[src/logic/nvmc_pkg.sv]
// constants and types of the nvm control bits block
//
// Summary of operation
// - erase trigger bit 5 starts erase cycle
// - hardware clears erase trigger when erase ends
// - erase trigger ignored unless erase enable set
// - mode bit 4: zero byte, one page
// - page mode erases; byte mode only writes/reads
// - write enable bit 3 required for writes
// - hardware clears write enable after write ends
// - write trigger bit 2 starts write cycle
// - read enable bit 1 required for reads
// - read trigger bit 0 starts read cycle
// - hardware clears read trigger after read ends
// - read trigger ignored unless read enable set
// - erase enable bit 6, cleared after erase
// - page operation covers at most 16 bytes
package nvmc_pkg;

  // ----------------------------------------
  // register map and field positions
  // ----------------------------------------
  localparam int unsigned NVMC_AW       = 2;
  localparam int unsigned NVMC_DW       = 8;
  localparam logic [1:0]  NVMC_OFS_CTRL = 2'h0;
  localparam logic [1:0]  NVMC_OFS_STAT = 2'h1;
  localparam logic [1:0]  NVMC_OFS_MASK = 2'h2;
  localparam int unsigned NVMC_B_RD_TRG = 0;
  localparam int unsigned NVMC_B_RD_EN  = 1;
  localparam int unsigned NVMC_B_WR_TRG = 2;
  localparam int unsigned NVMC_B_WR_EN  = 3;
  localparam int unsigned NVMC_B_MODE   = 4;
  localparam int unsigned NVMC_B_ER_TRG = 5;
  localparam int unsigned NVMC_B_ER_EN  = 6;
  localparam logic [7:0]  NVMC_CTRL_RST = 8'h00;

  // ----------------------------------------
  // event bits, shared by status and mask
  // ----------------------------------------
  localparam int unsigned NVMC_EV_W     = 4;
  localparam int unsigned NVMC_EV_ER    = 0;
  localparam int unsigned NVMC_EV_WR    = 1;
  localparam int unsigned NVMC_EV_RD    = 2;
  localparam int unsigned NVMC_EV_REF   = 3;
  localparam logic [3:0]  NVMC_MASK_RST = 4'h0;

  // ----------------------------------------
  // cycle lengths in clocks, page size
  // ----------------------------------------
  localparam int unsigned NVMC_TW       = 16;
  localparam logic [15:0] NVMC_ER_CYC   = 16'h0064;
  localparam logic [15:0] NVMC_WR_CYC   = 16'h0032;
  localparam logic [15:0] NVMC_RD_CYC   = 16'h0004;
  localparam int unsigned NVMC_PAGE_MAX = 16;

  typedef enum logic [1:0] {
    NVMC_ST_IDLE  = 2'b00,
    NVMC_ST_ERASE = 2'b01,
    NVMC_ST_WRITE = 2'b10,
    NVMC_ST_READ  = 2'b11
  } nvmc_state_t;

endpackage

[src/logic/nvmc_cycle_timer.sv]
// down counter that times one nonvolatile cycle
`timescale 1ns/100ps
module nvmc_cycle_timer
  import nvmc_pkg::*;
#(
  parameter int unsigned TW = NVMC_TW
) (
  input  wire logic          i_ref_clk,
  input  wire logic          i_rst_n,
  input  wire logic          i_clk_en,
  input  wire logic          i_start,
  input  wire logic [TW-1:0] i_len,
  output logic               o_done
);

  // the last-tick compare needs at least two counter bits
  if (TW < 2) begin : g_bad_tw
    $error("timer width too small");
  end

  logic [TW-1:0] cnt_r;
  logic [TW-1:0] cnt_nxt;
  logic          done_r;
  logic          done_nxt;

  // ----------------------------------------
  // count down, pulse done at the last tick
  // ----------------------------------------
  always_comb begin
    cnt_nxt  = cnt_r;
    done_nxt = 1'b0;
    if (i_start) begin
      cnt_nxt = i_len;
    end else if (cnt_r != '0) begin
      cnt_nxt  = cnt_r - 1'b1;
      done_nxt = (cnt_r == {{(TW-1){1'b0}}, 1'b1});
    end
  end

  // state frozen while the clock enable is low
  always_ff @(posedge i_ref_clk or negedge i_rst_n) begin
    if (!i_rst_n) begin
      cnt_r  <= '0;
      done_r <= 1'b0;
    end else if (i_clk_en) begin
      cnt_r  <= cnt_nxt;
      done_r <= done_nxt;
    end
  end

  assign o_done = done_r;

endmodule

[src/logic/nvmc_irq.sv]
// sticky event status, mask and level interrupt
`timescale 1ns/100ps
module nvmc_irq
  import nvmc_pkg::*;
(
  input  wire logic                 i_ref_clk,
  input  wire logic                 i_rst_n,
  input  wire logic                 i_clk_en,
  input  wire logic [NVMC_EV_W-1:0] i_event,
  input  wire logic                 i_stat_rd,
  input  wire logic                 i_mask_we,
  input  wire logic [NVMC_EV_W-1:0] i_mask_data,
  output logic      [NVMC_EV_W-1:0] o_status,
  output logic      [NVMC_EV_W-1:0] o_mask,
  output logic                      o_irq
);

  logic [NVMC_EV_W-1:0] stat_r;
  logic [NVMC_EV_W-1:0] stat_nxt;
  logic [NVMC_EV_W-1:0] mask_r;
  logic [NVMC_EV_W-1:0] mask_nxt;
  logic                 irq_r;
  logic                 irq_nxt;

  // ----------------------------------------
  // read clears, a new event in the same cycle survives
  // ----------------------------------------
  always_comb begin
    stat_nxt = (i_stat_rd ? '0 : stat_r) | i_event;
    mask_nxt = i_mask_we ? i_mask_data : mask_r;
    irq_nxt  = |(stat_nxt & mask_nxt);
  end

  always_ff @(posedge i_ref_clk or negedge i_rst_n) begin
    if (!i_rst_n) begin
      stat_r <= '0;
      mask_r <= NVMC_MASK_RST;
      irq_r  <= 1'b0;
    end else if (i_clk_en) begin
      stat_r <= stat_nxt;
      mask_r <= mask_nxt;
      irq_r  <= irq_nxt;
    end
  end

  assign o_status = stat_r;
  assign o_mask   = mask_r;
  assign o_irq    = irq_r;

endmodule

[src/logic/nvmc_ctrl.sv]
// nvm control register, cycle sequencer and register port
`timescale 1ns/100ps
module nvmc_ctrl
  import nvmc_pkg::*;
#(
  parameter logic [15:0] ER_CYC     = NVMC_ER_CYC,
  parameter logic [15:0] WR_CYC     = NVMC_WR_CYC,
  parameter logic [15:0] RD_CYC     = NVMC_RD_CYC,
  parameter int unsigned PAGE_BYTES = NVMC_PAGE_MAX
) (
  input  wire logic               i_ref_clk,
  input  wire logic               i_rst_n,
  input  wire logic               i_clk_en,
  input  wire logic [NVMC_AW-1:0] i_addr,
  input  wire logic [NVMC_DW-1:0] i_wr_data,
  input  wire logic               i_wr_stb,
  input  wire logic               i_rd_stb,
  output logic      [NVMC_DW-1:0] o_rd_data,
  output logic                    o_irq,
  output logic                    o_op_start,
  output logic      [1:0]         o_op_kind,
  output logic                    o_page_mode,
  output logic      [3:0]         o_op_last,
  output logic                    o_busy
);

  // ----------------------------------------
  // elaboration checks
  // ----------------------------------------
  if (PAGE_BYTES < 1 || PAGE_BYTES > NVMC_PAGE_MAX) begin : g_bad_page
    $error("page size out of range");
  end
  if (ER_CYC == 16'h0000 || WR_CYC == 16'h0000 || RD_CYC == 16'h0000) begin : g_bad_cyc
    $error("cycle lengths must be nonzero");
  end

  // ----------------------------------------
  // declarations
  // ----------------------------------------
  nvmc_state_t          state_r;
  nvmc_state_t          state_nxt;
  logic [7:0]           ctrl_r;
  logic [7:0]           ctrl_nxt;
  logic [7:0]           rd_data_r;
  logic [7:0]           rd_data_nxt;
  logic                 start_r;
  logic                 start_nxt;
  logic [1:0]           kind_r;
  logic [1:0]           kind_nxt;
  logic                 page_r;
  logic                 page_nxt;
  logic [3:0]           last_r;
  logic [3:0]           last_nxt;
  logic                 busy_r;
  logic                 busy_nxt;
  logic                 go;
  logic [15:0]          go_len;
  logic                 tmr_done;
  logic [NVMC_EV_W-1:0] events;
  logic [NVMC_EV_W-1:0] stat;
  logic [NVMC_EV_W-1:0] mask;
  logic                 irq;
  logic                 ctrl_we;
  logic                 req_er;
  logic                 req_wr;
  logic                 req_rd;
  logic                 idle;

  // one decode shared by write and read paths
  function automatic logic hit(input logic [NVMC_AW-1:0] a, input logic [NVMC_AW-1:0] ofs);
    hit = (a == ofs);
  endfunction

  // ----------------------------------------
  // strobe decode
  // ----------------------------------------
  assign ctrl_we = i_wr_stb && hit(i_addr, NVMC_OFS_CTRL);
  assign req_er  = ctrl_we && i_wr_data[NVMC_B_ER_TRG];
  assign req_wr  = ctrl_we && i_wr_data[NVMC_B_WR_TRG];
  assign req_rd  = ctrl_we && i_wr_data[NVMC_B_RD_TRG];
  assign idle    = (state_r == NVMC_ST_IDLE);

  // ----------------------------------------
  // control register and cycle sequencer
  // ----------------------------------------
  // triggers are hardware owned once set: a written zero cannot abort
  // a cycle in flight, since the array timer has no abort path
  always_comb begin
    state_nxt = state_r;
    ctrl_nxt  = ctrl_r;
    go        = 1'b0;
    go_len    = RD_CYC;
    kind_nxt  = kind_r;
    page_nxt  = page_r;
    events    = '0;
    if (ctrl_we) begin
      ctrl_nxt[NVMC_B_RD_EN] = i_wr_data[NVMC_B_RD_EN];
      ctrl_nxt[NVMC_B_WR_EN] = i_wr_data[NVMC_B_WR_EN];
      ctrl_nxt[NVMC_B_MODE]  = i_wr_data[NVMC_B_MODE];
      ctrl_nxt[NVMC_B_ER_EN] = i_wr_data[NVMC_B_ER_EN];
    end
    // enables are judged as they stood before this write
    if (idle) begin
      if (req_wr) begin
        // write wins if software breaks the one-trigger habit
        if (ctrl_r[NVMC_B_WR_EN]) begin
          go                      = 1'b1;
          go_len                  = WR_CYC;
          state_nxt               = NVMC_ST_WRITE;
          ctrl_nxt[NVMC_B_WR_TRG] = 1'b1;
        end else begin
          events[NVMC_EV_REF]     = 1'b1;
        end
      end else if (req_rd) begin
        if (ctrl_r[NVMC_B_RD_EN]) begin
          go                      = 1'b1;
          go_len                  = RD_CYC;
          state_nxt               = NVMC_ST_READ;
          ctrl_nxt[NVMC_B_RD_TRG] = 1'b1;
        end else begin
          events[NVMC_EV_REF]     = 1'b1;
        end
      end else if (req_er) begin
        // erase exists only in page form
        if (ctrl_r[NVMC_B_ER_EN] && i_wr_data[NVMC_B_MODE]) begin
          go                      = 1'b1;
          go_len                  = ER_CYC;
          state_nxt               = NVMC_ST_ERASE;
          ctrl_nxt[NVMC_B_ER_TRG] = 1'b1;
        end else begin
          events[NVMC_EV_REF]     = 1'b1;
        end
      end
      if (go) begin
        kind_nxt = state_nxt;
        page_nxt = i_wr_data[NVMC_B_MODE];
      end
    end else if (req_er || req_wr || req_rd) begin
      // a second trigger while busy is dropped and flagged
      events[NVMC_EV_REF] = 1'b1;
    end
    // cycle end: hardware clear overrides any same-cycle write
    if (tmr_done) begin
      state_nxt = NVMC_ST_IDLE;
      case (state_r)
        NVMC_ST_ERASE: begin
          ctrl_nxt[NVMC_B_ER_TRG] = 1'b0;
          ctrl_nxt[NVMC_B_ER_EN]  = 1'b0;
          events[NVMC_EV_ER]      = 1'b1;
        end
        NVMC_ST_WRITE: begin
          ctrl_nxt[NVMC_B_WR_TRG] = 1'b0;
          ctrl_nxt[NVMC_B_WR_EN]  = 1'b0;
          events[NVMC_EV_WR]      = 1'b1;
        end
        NVMC_ST_READ: begin
          ctrl_nxt[NVMC_B_RD_TRG] = 1'b0;
          events[NVMC_EV_RD]      = 1'b1;
        end
        default: begin
          state_nxt = NVMC_ST_IDLE;
        end
      endcase
    end
    ctrl_nxt[7] = 1'b0;
  end

  // ----------------------------------------
  // array-side outputs and read port
  // ----------------------------------------
  always_comb begin
    start_nxt   = go;
    busy_nxt    = (state_nxt != NVMC_ST_IDLE);
    // page holds up to PAGE_BYTES, byte mode one
    last_nxt    = last_r;
    if (go) begin
      last_nxt  = page_nxt ? 4'(PAGE_BYTES - 1) : 4'h0;
    end
    rd_data_nxt = 8'h00;
    if (i_rd_stb) begin
      if (hit(i_addr, NVMC_OFS_CTRL)) begin
        rd_data_nxt = ctrl_r;
      end else if (hit(i_addr, NVMC_OFS_STAT)) begin
        rd_data_nxt = {4'h0, stat};
      end else if (hit(i_addr, NVMC_OFS_MASK)) begin
        rd_data_nxt = {4'h0, mask};
      end else begin
        rd_data_nxt = 8'h00;
      end
    end
  end

  // all state held while the clock enable is low
  always_ff @(posedge i_ref_clk or negedge i_rst_n) begin
    if (!i_rst_n) begin
      state_r   <= NVMC_ST_IDLE;
      ctrl_r    <= NVMC_CTRL_RST;
      rd_data_r <= 8'h00;
      start_r   <= 1'b0;
      kind_r    <= NVMC_ST_IDLE;
      page_r    <= 1'b0;
      last_r    <= 4'h0;
      busy_r    <= 1'b0;
    end else if (i_clk_en) begin
      state_r   <= state_nxt;
      ctrl_r    <= ctrl_nxt;
      rd_data_r <= rd_data_nxt;
      start_r   <= start_nxt;
      kind_r    <= kind_nxt;
      page_r    <= page_nxt;
      last_r    <= last_nxt;
      busy_r    <= busy_nxt;
    end
  end

  assign o_rd_data   = rd_data_r;
  assign o_op_start  = start_r;
  assign o_op_kind   = kind_r;
  assign o_page_mode = page_r;
  assign o_op_last   = last_r;
  assign o_busy      = busy_r;
  assign o_irq       = irq;

  // ----------------------------------------
  // cycle timer and interrupt logic
  // ----------------------------------------
  nvmc_cycle_timer #(
    .TW (NVMC_TW)
  ) u_timer (
    .i_ref_clk (i_ref_clk),
    .i_rst_n   (i_rst_n),
    .i_clk_en  (i_clk_en),
    .i_start   (go),
    .i_len     (go_len),
    .o_done    (tmr_done)
  );

  nvmc_irq u_irq (
    .i_ref_clk   (i_ref_clk),
    .i_rst_n     (i_rst_n),
    .i_clk_en    (i_clk_en),
    .i_event     (events),
    .i_stat_rd   (i_rd_stb && hit(i_addr, NVMC_OFS_STAT)),
    .i_mask_we   (i_wr_stb && hit(i_addr, NVMC_OFS_MASK)),
    .i_mask_data (i_wr_data[NVMC_EV_W-1:0]),
    .o_status    (stat),
    .o_mask      (mask),
    .o_irq       (irq)
  );

  // clocks spent in the running cycle, read only by the length checks;
  // it counts under the same enable as the timer, so a freeze cannot skew it
  logic [15:0] run_cnt_r;
  logic [15:0] run_cnt_nxt;

  // restart at each accepted trigger, count while not idle
  always_comb begin
    run_cnt_nxt = run_cnt_r;
    if (go) begin
      run_cnt_nxt = 16'h0000;
    end else if (!idle) begin
      run_cnt_nxt = run_cnt_r + 16'h0001;
    end
  end

  // held like every other register while the enable is low
  always_ff @(posedge i_ref_clk or negedge i_rst_n) begin
    if (!i_rst_n) begin
      run_cnt_r <= 16'h0000;
    end else if (i_clk_en) begin
      run_cnt_r <= run_cnt_nxt;
    end
  end
endmodule

[config.mk]
export PLATFORM = sky130hd
export DESIGN_NAME = nvmc_ctrl
export DESIGN_NICKNAME = d
export VERILOG_FILES = /design/src/logic/nvmc_pkg.sv /design/src/logic/nvmc_cycle_timer.sv /design/src/logic/nvmc_irq.sv /design/src/logic/nvmc_ctrl.sv
export SDC_FILE = /design/constraint.sdc
export NUM_CORES = 1
export LEC_CHECK = 0
export BUFFER_PORTS_ARGS = -buffer_cell sky130_fd_sc_hd__buf_2
export CORE_MARGIN = 1
export CORE_UTILIZATION = 25
export DETAILED_ROUTE_END_ITERATION = 16
export GPL_TIMING_DRIVEN = 1
export PLACE_DENSITY = 0.45
export SYNTH_ARGS = -nofsm -noshare
export SYNTH_HDL_FRONTEND = slang
export SYNTH_HIERARCHICAL = 1
export SYNTH_SLANG_ARGS = --single-unit
[constraint.sdc]
create_clock -name i_ref_clk -period 3.59 [get_ports i_ref_clk]
set_input_delay 0.359 -clock i_ref_clk [delete_from_list [all_inputs] [get_ports i_ref_clk]]
set_output_delay 0.359 -clock i_ref_clk [all_outputs]
set_load 0.05 [all_outputs]
Word level (Yosys, flattened, before mapping)
Cells that the tools add are included.
{"block": "classes", "addsub": 1, "n_mux": 67, "reduce_logical": 19, "n_bitwise": 2, "n_eq_ne": 6}
{"cell": "16-bit two-way mux", "n": 4}
{"cell": "1-bit two-way mux", "n": 39}
{"cell": "7-bit two-way mux", "n": 5}
{"cell": "2-bit two-way mux", "n": 12}
{"cell": "4-bit two-way mux", "n": 5}
{"cell": "16-bit by 1-bit equality test with 1-bit output (second input constant)", "n": 1}
{"cell": "16-bit nonzero test", "n": 1}
{"cell": "16-bit by 1-bit subtractor with 16-bit output (second input constant)", "n": 1}
{"cell": "1-bit logical AND", "n": 7}
{"cell": "2-bit equality test (second input constant)", "n": 3}
{"cell": "6-bit two-way mux", "n": 1}
{"cell": "2-bit AND reduction", "n": 3}
{"cell": "4-bit AND", "n": 1}
{"cell": "2-bit by 1-bit equality test with 1-bit output (second input constant)", "n": 2}
{"cell": "2-bit zero test", "n": 2}
{"cell": "4-bit bitwise OR", "n": 1}
{"cell": "2-bit nonzero test", "n": 2}
{"cell": "4-bit OR reduction", "n": 1}
{"cell": "3-bit two-way mux", "n": 1}
{"cell": "3-bit AND reduction", "n": 1}
{"cell": "1-bit logical OR", "n": 2}
{"block": "totals", "input_bits": 15, "regBits": 52}

Logic depth before layout (Yosys ltp)
Gate-level depths: netlist of run 1.
{"block": "logic_depth", "word_depth": 10, "ltp_mapped": 10, "mapped_depth_nobuf": 8}

Hierarchy
Netlist of run 1, hierarchy kept.
{"mod": "nvmc_ctrl", "cells_per_inst": 128, "area_each_um2": 1266.2, "n_inst": 1}
{"mod": "nvmc_cycle_timer", "cells_per_inst": 129, "area_each_um2": 1171.1, "n_inst": 1}
{"mod": "nvmc_irq", "cells_per_inst": 34, "area_each_um2": 422.9, "n_inst": 1}

Least setup slack after synthesis of run 1
OpenSTA, ideal clock, no wires.
{"block": "synth_path", "kind": "input port to flip-flop", "startpoint": "input i_addr[1]", "endpoint": "register u_timer.cnt_r[9]", "arrival_ns": 2.079, "cell_stages": 9, "n_path_buf": 2, "path_slack_ns": 1.417, "setup_ns": 0.094, "required_time_ns": 3.496, "path_cell_list": "buf_6 > nor3b_4 > nand2_2 > a211oi_1 > buf_6 > clkinv_1 > and3_1 > mux2_2 > a211oi_1"}
{"block": "synth_via", "elab_chain_cells": 10, "elab_cells_between_ends": 13, "classes_between": "6 x mux; 7 x reduce/logical"}
{"item": "from (decl)", "line": "nvmc_ctrl.sv:14", "rtl": "input wire logic [NVMC_AW-1:0] i_addr,"}
{"item": "2-bit zero test (*)", "line": "nvmc_ctrl.sv:71", "rtl": "hit = (a == ofs);"}
{"item": "1-bit logical AND (*)", "line": "nvmc_ctrl.sv:77", "rtl": "assign ctrl_we = i_wr_stb && hit(i_addr, NVMC_OFS_CTRL);"}
{"item": "1-bit logical AND", "line": "nvmc_ctrl.sv:78", "rtl": "assign req_er = ctrl_we && i_wr_data[NVMC_B_ER_TRG];"}
{"item": "1-bit two-way mux", "line": "nvmc_ctrl.sv:123", "rtl": "end else if (req_er) begin"}
{"item": "1-bit two-way mux", "line": "nvmc_ctrl.sv:114", "rtl": "end else if (req_rd) begin"}
{"item": "1-bit two-way mux (*)", "line": "nvmc_ctrl.sv:104", "rtl": "if (req_wr) begin"}
{"item": "1-bit two-way mux (*) (2 in a row)", "line": "nvmc_ctrl.sv:103", "rtl": "if (idle) begin"}
{"item": "named net go", "line": "nvmc_ctrl.sv:56", "rtl": "logic go;"}
{"item": "2-bit nonzero test (no line)"}
{"item": "2-bit AND reduction (no line)"}
{"item": "to (signal assigned)", "line": "nvmc_cycle_timer.sv:46", "rtl": "cnt_r <= cnt_nxt;"}
{"item": "to (decl)", "line": "nvmc_cycle_timer.sv:21", "rtl": "logic [TW-1:0] cnt_r;"}
Mark *: on every way through the listed nets, which the timed path passes. The rest lies on a longest branch. The select of a mux whose other input is x is not followed.
A chain may end at the register's enable or synchronous reset.

Final worst setup path of run 1
{"block": "layout_path", "startpoint": "register state_r[1]", "endpoint": "register u_timer.cnt_r[15]"}
{"block": "layout_via", "elab_chain_cells": 4, "elab_cells_between_ends": 6, "classes_between": "3 x mux; 3 x reduce/logical"}
{"item": "from (decl)", "line": "nvmc_ctrl.sv:40", "rtl": "nvmc_state_t state_r;"}
{"item": "from (signal assigned)", "line": "nvmc_ctrl.sv:205", "rtl": "state_r <= state_nxt;"}
{"item": "2-bit zero test (*)", "line": "nvmc_ctrl.sv:81", "rtl": "assign idle = (state_r == NVMC_ST_IDLE);"}
{"item": "1-bit two-way mux (*)", "line": "nvmc_ctrl.sv:103"}
{"item": "named net go", "line": "nvmc_ctrl.sv:56"}
{"item": "2-bit nonzero test (no line)"}
{"item": "2-bit AND reduction (no line)"}
Mark *: on every way through the listed nets, which the timed path passes. The rest lies on a longest branch.

==> flow_metrics.tcl, run 1 <==
set metrics [dict create \
    timing_hold_violations_final 0 \
    vdd_ir_drop_max_mv 0.189 \
    grt_use_total 0.133 \
    slew_headroom 0.500 \
    vias_per_cell 5.06 \
    core_area_um2 11000 \
    vias 2369 \
    ys_seq_area_frac 0.420 \
    synth-simple-area-share 0.199 \
    row_cnt 38 \
    critPathTopFamily "compound AO/OA/AOI/OAI gates" \
    first_global_vias 2363 \
    synth_warnings 6 \
    final-max-slew-violation-count 0 \
    max_slew.worst_pin.slew_ns 0.740 \
    cts.root.buffer_cell "clkbuf_16" \
    ratio_of_final_minimum_period_to_clock_period 0.743 \
    setup_viol_count_final 0 \
    firstDrtPassIters 4 \
    postSynth.topFlopCell "dfrtp_1" \
    path_clk_slew_ns 0.07 \
    postSynthRegisterBits 48 \
    synth_cell_types 62 \
    synth_compound_area_frac 0.234 \
    setup.worst_path.end_class "flop" \
    static_leak_nw 1.40 \
    dr.first_iter.drc_count 118 \
    hpwl_um 5260 \
    design.die.area_um2 11900 \
    yosysTopAreaCell "dfrtp_1" \
    port_buffers 30 \
    grt_first_pass_wirelength_um 12300 \
    final_net_count 344 \
    avgRoutedWirePerCell_um 15.5 \
    worst_path_largest_cell_delay_ns 0.58 \
    layout_min_cycle_time_ns 2.67 \
    multi_input_area_um2 1540 \
    clock_tree.htree_level_count 2 \
    area_share_of_fa_ha_maj_cells_after_synthesis 0.00875 \
    area_taken_by_flip_flops_and_latches_um2 1200 \
    post_route_cells_drive_above_1_share 0.216 \
    cts_resized 0 \
    path_class "flop to flop" \
    postCtsSetupRepairBufs 0 \
    worstPathArrival_ns 2.85 \
    unrepaired_setup_endpoints_after_global_routing "false" \
    cts-buffers-inserted 5 \
    grt_remaining_overflow 0 \
    leading_cell_type_by_number_of_instances_after_synthesis "dfrtp_1" \
    area_growth_pct 16.1 \
    gp_congestion 0.786 \
    detail-route-antenna-nets 0 \
    antenna_found_initial 0 \
    number_of_buffers_on_the_longest_clock_path 2 \
    clock_latency_ns 0.29 \
    fillers 1116 \
    io_pins 33 \
    avgSynthCellArea_um2 9.83 \
    critical_path.cell_chain "nor2_1, nand2_2, a211oi_4, buf_4, nor4b_2, a41o_1, a21oi_1, o221a_2" \
    sum_neg_setup_slack_ns 0 \
    antenna_cells 0 \
    r2r_setup_slack_ns 0.92 \
    synth_largest_type_area_fraction 0.420 \
    synth.cell_area_um2 2860 \
    synth-async-reset-ratio 1.00 \
    post_cts_hold_buffer_count 0 \
    synth.mux.area_fraction 0.0748 \
    synth_top_cells_by_count "dfrtp_1, a21oi_1, nand2_1, o21ai_0, nor2_1" \
    max_freq_mhz 375 \
    cellPowerDensity_nw_per_um2 548 \
    timing.critical_path.buf_inv 1 \
    run_status "completed" \
    post_synth_main_area_contributors "dfrtp_1, a21oi_1, o21ai_0" \
    utilization 0.302 \
    timing.critical_path.from_type "flop" \
    synth_enable_flop_cells 0 \
    grt_max_degree 49 \
    syn-instance-count 291 \
    wl_um 7250 \
    clock_sink_count 48 \
    synth_xor_xnor_area_share 0 \
    initial_util 0.260 \
    dieHeight_um 109 \
    drc 0 \
    cts_tree "done" \
    largest_driver_fanout_on_the_critical_path 19 \
    slowest_stage "a41o_1" \
    max_cap_violations 0 \
    dieWidth_um 109 \
    hold_path_class "primary input to asynchronous set/reset pin" \
    timing.clock.skew_ns 0.00742 \
    synth_top_family_by_area "compound AO/OA/AOI/OAI gates" \
    required_ns 3.77 \
]
==> logic make-up after synthesis <==
logic type      Yosys count
mux                      20
fa+ha+maj                 2
buf+inv                  29
compound gates           96
simple gates             95
flops                    48
other cells               1
==> cell type report <==
cell class	count	share of cell area
Tap cell	140	0.0527
Timing Repair Buffer	35	0.0565
Inverter	10	0.0113
Clock buffer	6	0.0418
Sequential cell	48	0.362
Multi-Input combinational cell	227	0.464
Clock inverter	2	0.0117
==> worst register-to-register path: cells and delay by family, from the launching register on <==
| family | cells | cell delay, ns |
|---|---|---|
| AND/OR/NAND/NOR | 3 | 0.82 |
| flip-flops | 1 | 0.52 |
| AO/OA/AOI/OAI | 4 | 0.99 |
| buffers and inverters | 1 | 0.22 |
==> layout by cell type, fill, tap and decap left out, types with 4 or more instances in the layout <==
| master | Yosys | routed |
|---|---|---|
| dfrtp_1 | 48 | 48 |
| buf_2 | 1 | 30 |
| nand2_1 | 23 | 23 |
| a21oi_1 | 23 | 23 |
| o21ai_0 | 22 | 22 |
| nor2_1 | 20 | 20 |
| conb_1 | 1 | 14 |
| o2bb2ai_1 | 10 | 10 |
| mux2i_1 | 9 | 9 |
| inv_1 | 8 | 8 |
| mux2_2 | 8 | 8 |
| nor3_1 | 7 | 7 |
| a22o_1 | 6 | 6 |
| o22a_1 | 5 | 5 |
| nor4_1 | 5 | 5 |
| clkbuf_16 | 0 | 5 |
| buf_4 | 8 | 5 |
| nand3_1 | 5 | 5 |
| a31oi_1 | 4 | 4 |
| a22oi_1 | 4 | 4 |
| o22ai_1 | 4 | 4 |
==> final timing paths <==
kind	start	endpoint	depth (start not counted)
hold / removal	i_rst_n	o_page_mode	2
max in group asynchronous	i_rst_n	u_timer/cnt_r[15]	2
min in group i_ref_clk	i_wr_data[3]	u_irq/o_mask[3]	2
setup / recovery	state_r[1]	u_timer/cnt_r[15]	8
hold reg to reg	o_rd_data[4]	o_rd_data[4]	1
setup reg to reg	state_r[1]	u_timer/cnt_r[15]	8
==> power breakdown <==
group | total, W | internal, W | switching (W) | leakage (nW)
clock | 0.000565 | 0.000349 | 0.000216 | 0.0871
sequential | 0.000785 | 0.000647 | 0.000138 | 0.610
combinational | 0.000470 | 0.000190 | 0.000280 | 0.706
==> metal layers <==
| metal | vias to the layer above | wire, um | global-route usage |
|---|---|---|---|
| li1 | 1151 | - | - |
| met1 | 1174 | 3580 | 0.186 |
| met2 | 37 | 3360 | 0.216 |
| met3 | 7 | 229 | 0.0149 |
| met4 | 0 | 82 | 0.0347 |
| met5 | - | 0 | 0 |
==> flip-flops by register name, indices dropped and copies added (netlist names), 2 cells and up <==
register,count
u_irq/o_mask,4
u_timer/cnt_r,16
u_irq/o_status,4
ctrl_r,7
state_r,2
o_rd_data,7
o_op_kind,2
==> per-stage QoR <==
| step | worst slack, ns | hold slack (ns) | instance area, um^2 | instances | power (W) |
|---|---|---|---|---|---|
| 3_5_place_dp | 0.864 | 0.473 | 3140 | 460 | 0.00126 |
| 4_1_cts | 0.913 | 0.203 | 3320 | 468 | 0.00184 |
| 3_3_place_gp | 0.888 | 0.468 | 3140 | 460 | 0.00126 |
| 6_report | 0.924 | 0.165 | 3320 | 468 | 0.00182 |
| 5_1_grt | 0.715 | 0.243 | 3320 | 468 | 0.00193 |
| 2_1_floorplan | 1.42 | 0.0634 | 2910 | 304 | 0.00114 |
(Power assumes the default switching activity.)
==> run 2: changes to the inputs <==
Settings changed: PLACE_DENSITY 0.45 to 0.46.
Clock period 3.59 ns to 2.32 ns, I/O delays scaled along.
==> flow_metrics.tcl, run 2 (same netlist as run 1, synthesis figures left out) <==
set metrics [dict create \
    area_growth_pct 20.9 \
    port_buffers 30 \
    dieHeight_um 109 \
    core_area_um2 11000 \
    mostFrequentLayoutCell "dfrtp_1" \
    mostFrequentLayoutCells "dfrtp_1, buf_2, nand2_1, a21oi_1, o21ai_0" \
    largest_register_ff_count 16 \
    cellPowerDensity_nw_per_um2 853 \
    postCtsSetupRepairBufs 0 \
    path_class "flop to flop" \
    reg2regPathDepth 6 \
    timing.critical_path.buf_inv 0 \
    critPathTopFamily "compound AO/OA/AOI/OAI gates" \
    required_ns 2.50 \
    ratio_of_final_minimum_period_to_clock_period 0.891 \
    grt_first_pass_wirelength_um 12700 \
    slowest_stage "a41o_1" \
    avgRoutedWirePerCell_um 15.4 \
    power_frac_seq 0.409 \
    r2r_setup_slack_ns 0.25 \
    dieWidth_um 109 \
    vias 2332 \
    hold_path_class "primary input to flop" \
    detail-route-antenna-nets 0 \
    max_cap_violations 0 \
    net-switching-power_w 0.00100 \
    swShare 0.340 \
    max_freq_mhz 484 \
    worst_hold_startpoint "i_wr_data[1]" \
    cts_tree "done" \
    timing_hold_violations_final 0 \
    clock_tree.htree_level_count 2 \
    timing.rr.start "ctrl_r[1]" \
    dr.first_iter.drc_count 88 \
    antenna_found_initial 0 \
    grt_max_degree 31 \
    vdd_ir_drop_max_mv 0.369 \
    comb_power_share 0.266 \
    post_route_cells_drive_above_1_share 0.246 \
    design.die.area_um2 11900 \
    initial_util 0.260 \
    timing.critical_path.from_type "flop" \
    cts.root.buffer_cell "clkbuf_16" \
    hpwl_um 5480 \
    cts-buffers-inserted 5 \
    internal-power_w 0.00195 \
    run_status "completed" \
    drc 0 \
    worst_path_largest_cell_delay_ns 0.41 \
    critical-path-top-cell-by-count "a21oi_1" \
    hold_path_end "u_irq/o_mask[1]" \
    clock_latency_ns 0.29 \
    antenna_cells 0 \
    sum_neg_setup_slack_ns 0 \
    clock_sink_count 48 \
    row_cnt 38 \
    critical_path.cell_chain "a21oi_1, a211oi_4, nor4b_2, a41o_1, a21oi_1, o221a_2" \
    wl_um 7400 \
    io_pins 33 \
    largest_driver_fanout_on_the_critical_path 5 \
    grt_remaining_overflow 0 \
    worst_hold_path.num_cells 2 \
    top_register "u_timer/cnt_r" \
    max_slew.worst_pin.slew_ns 0.756 \
    final_net_count 357 \
    grt_use_total 0.137 \
    firstDrtPassIters 4 \
    number_of_buffers_on_the_longest_clock_path 2 \
    vias_per_cell 4.85 \
    setup.worst_path.end_class "flop" \
    timing.clock.skew_ns 0.00861 \
    hold_slack_ns 0.232 \
    static_leak_nw 1.48 \
    share_of_power_burned_in_the_clock_network 0.325 \
    gp_congestion 0.789 \
    worstPathArrival_ns 2.24 \
    final-max-slew-violation-count 0 \
    worstReg2RegEnd "u_timer/cnt_r[15]" \
    setup_viol_count_final 0 \
    layout_min_cycle_time_ns 2.07 \
    unrepaired_setup_endpoints_after_global_routing "false" \
    first_global_vias 2421 \
    slew_headroom 0.492 \
    path_clk_slew_ns 0.07 \
]
-- run 2: cell type report --
| class | instances | area [um^2] |
|---|---|---|
| clock buffers | 5 | 125 |
| clock inverters | 3 | 68.8 |
| fillers | 1131 | 7520 |
| inverters | 10 | 37.5 |
| multi-input cells | 227 | 1550 |
| flip-flops and latches | 48 | 1200 |
| well taps | 140 | 175 |
| repair buffers | 48 | 300 |
-- run 2: how the worst max path moves through the flow --
stage	start	to	slack (ns)	depth (start not counted)
after detailed placement	i_addr[1]	u_timer/cnt_r[10]	0.12	8
after floorplan	i_addr[1]	u_timer/cnt_r[9]	0.27	9
after global routing	state_r[1]	u_timer/cnt_r[7]	0.17	8
final	ctrl_r[1]	u_timer/cnt_r[15]	0.25	6
after global placement	i_addr[1]	u_timer/cnt_r[10]	0.15	8
after CTS	state_r[1]	u_timer/cnt_r[10]	0.12	7
-- run 2: what timing repair did --
item                                    CTS  global route
endpoints found under the setup margin    0             1
hold buffers                              1             0
hold endpoints to repair                 18             0
gates resized for setup                   0             1
-- run 2: worst reg2reg max path, cell delays in order (launching register included) --
cell      delay, ns
dfrtp_1        0.39
a21oi_1        0.31
a211oi_4       0.13
nor4b_2        0.37
a41o_1         0.41
a21oi_1        0.08
o221a_2        0.25
-- run 2: power groups by stage --
stage / Sequential (W) / Clock, W / Combinational, W
after floorplan: 0.00121 / 0 / 0.000550
after global placement: 0.00122 / 0 / 0.000768
after detailed placement: 0.00122 / 0 / 0.000777
after CTS: 0.00121 / 0.000989 / 0.000782
after global routing: 0.00124 / 0.00102 / 0.000867
final: 0.00121 / 0.000959 / 0.000785
-- run 2: routing by layer --
layer	share of wire	vias up	routed length, um	global-route usage
met5	0	-	0	0
met3	0.016	4	115	0.0185
met4	0.0077	0	57	0.0261
met1	0.52	1137	3880	0.197
met2	0.45	18	3350	0.218
li1	-	1173	-	-
-- run 2: per-stage QoR --
stage	setup WS [ns]	util	power [W]	area, um^2	instances
2_1_floorplan	0.274	-	0.00176	2910	304
3_3_place_gp	0.145	0.296	0.00199	3250	472
3_5_place_dp	0.121	0.296	0.00200	3250	472
4_1_cts	0.122	0.314	0.00298	3450	481
5_1_grt	0.167	0.315	0.00312	3460	481
6_report	0.253	0.315	0.00295	3460	481
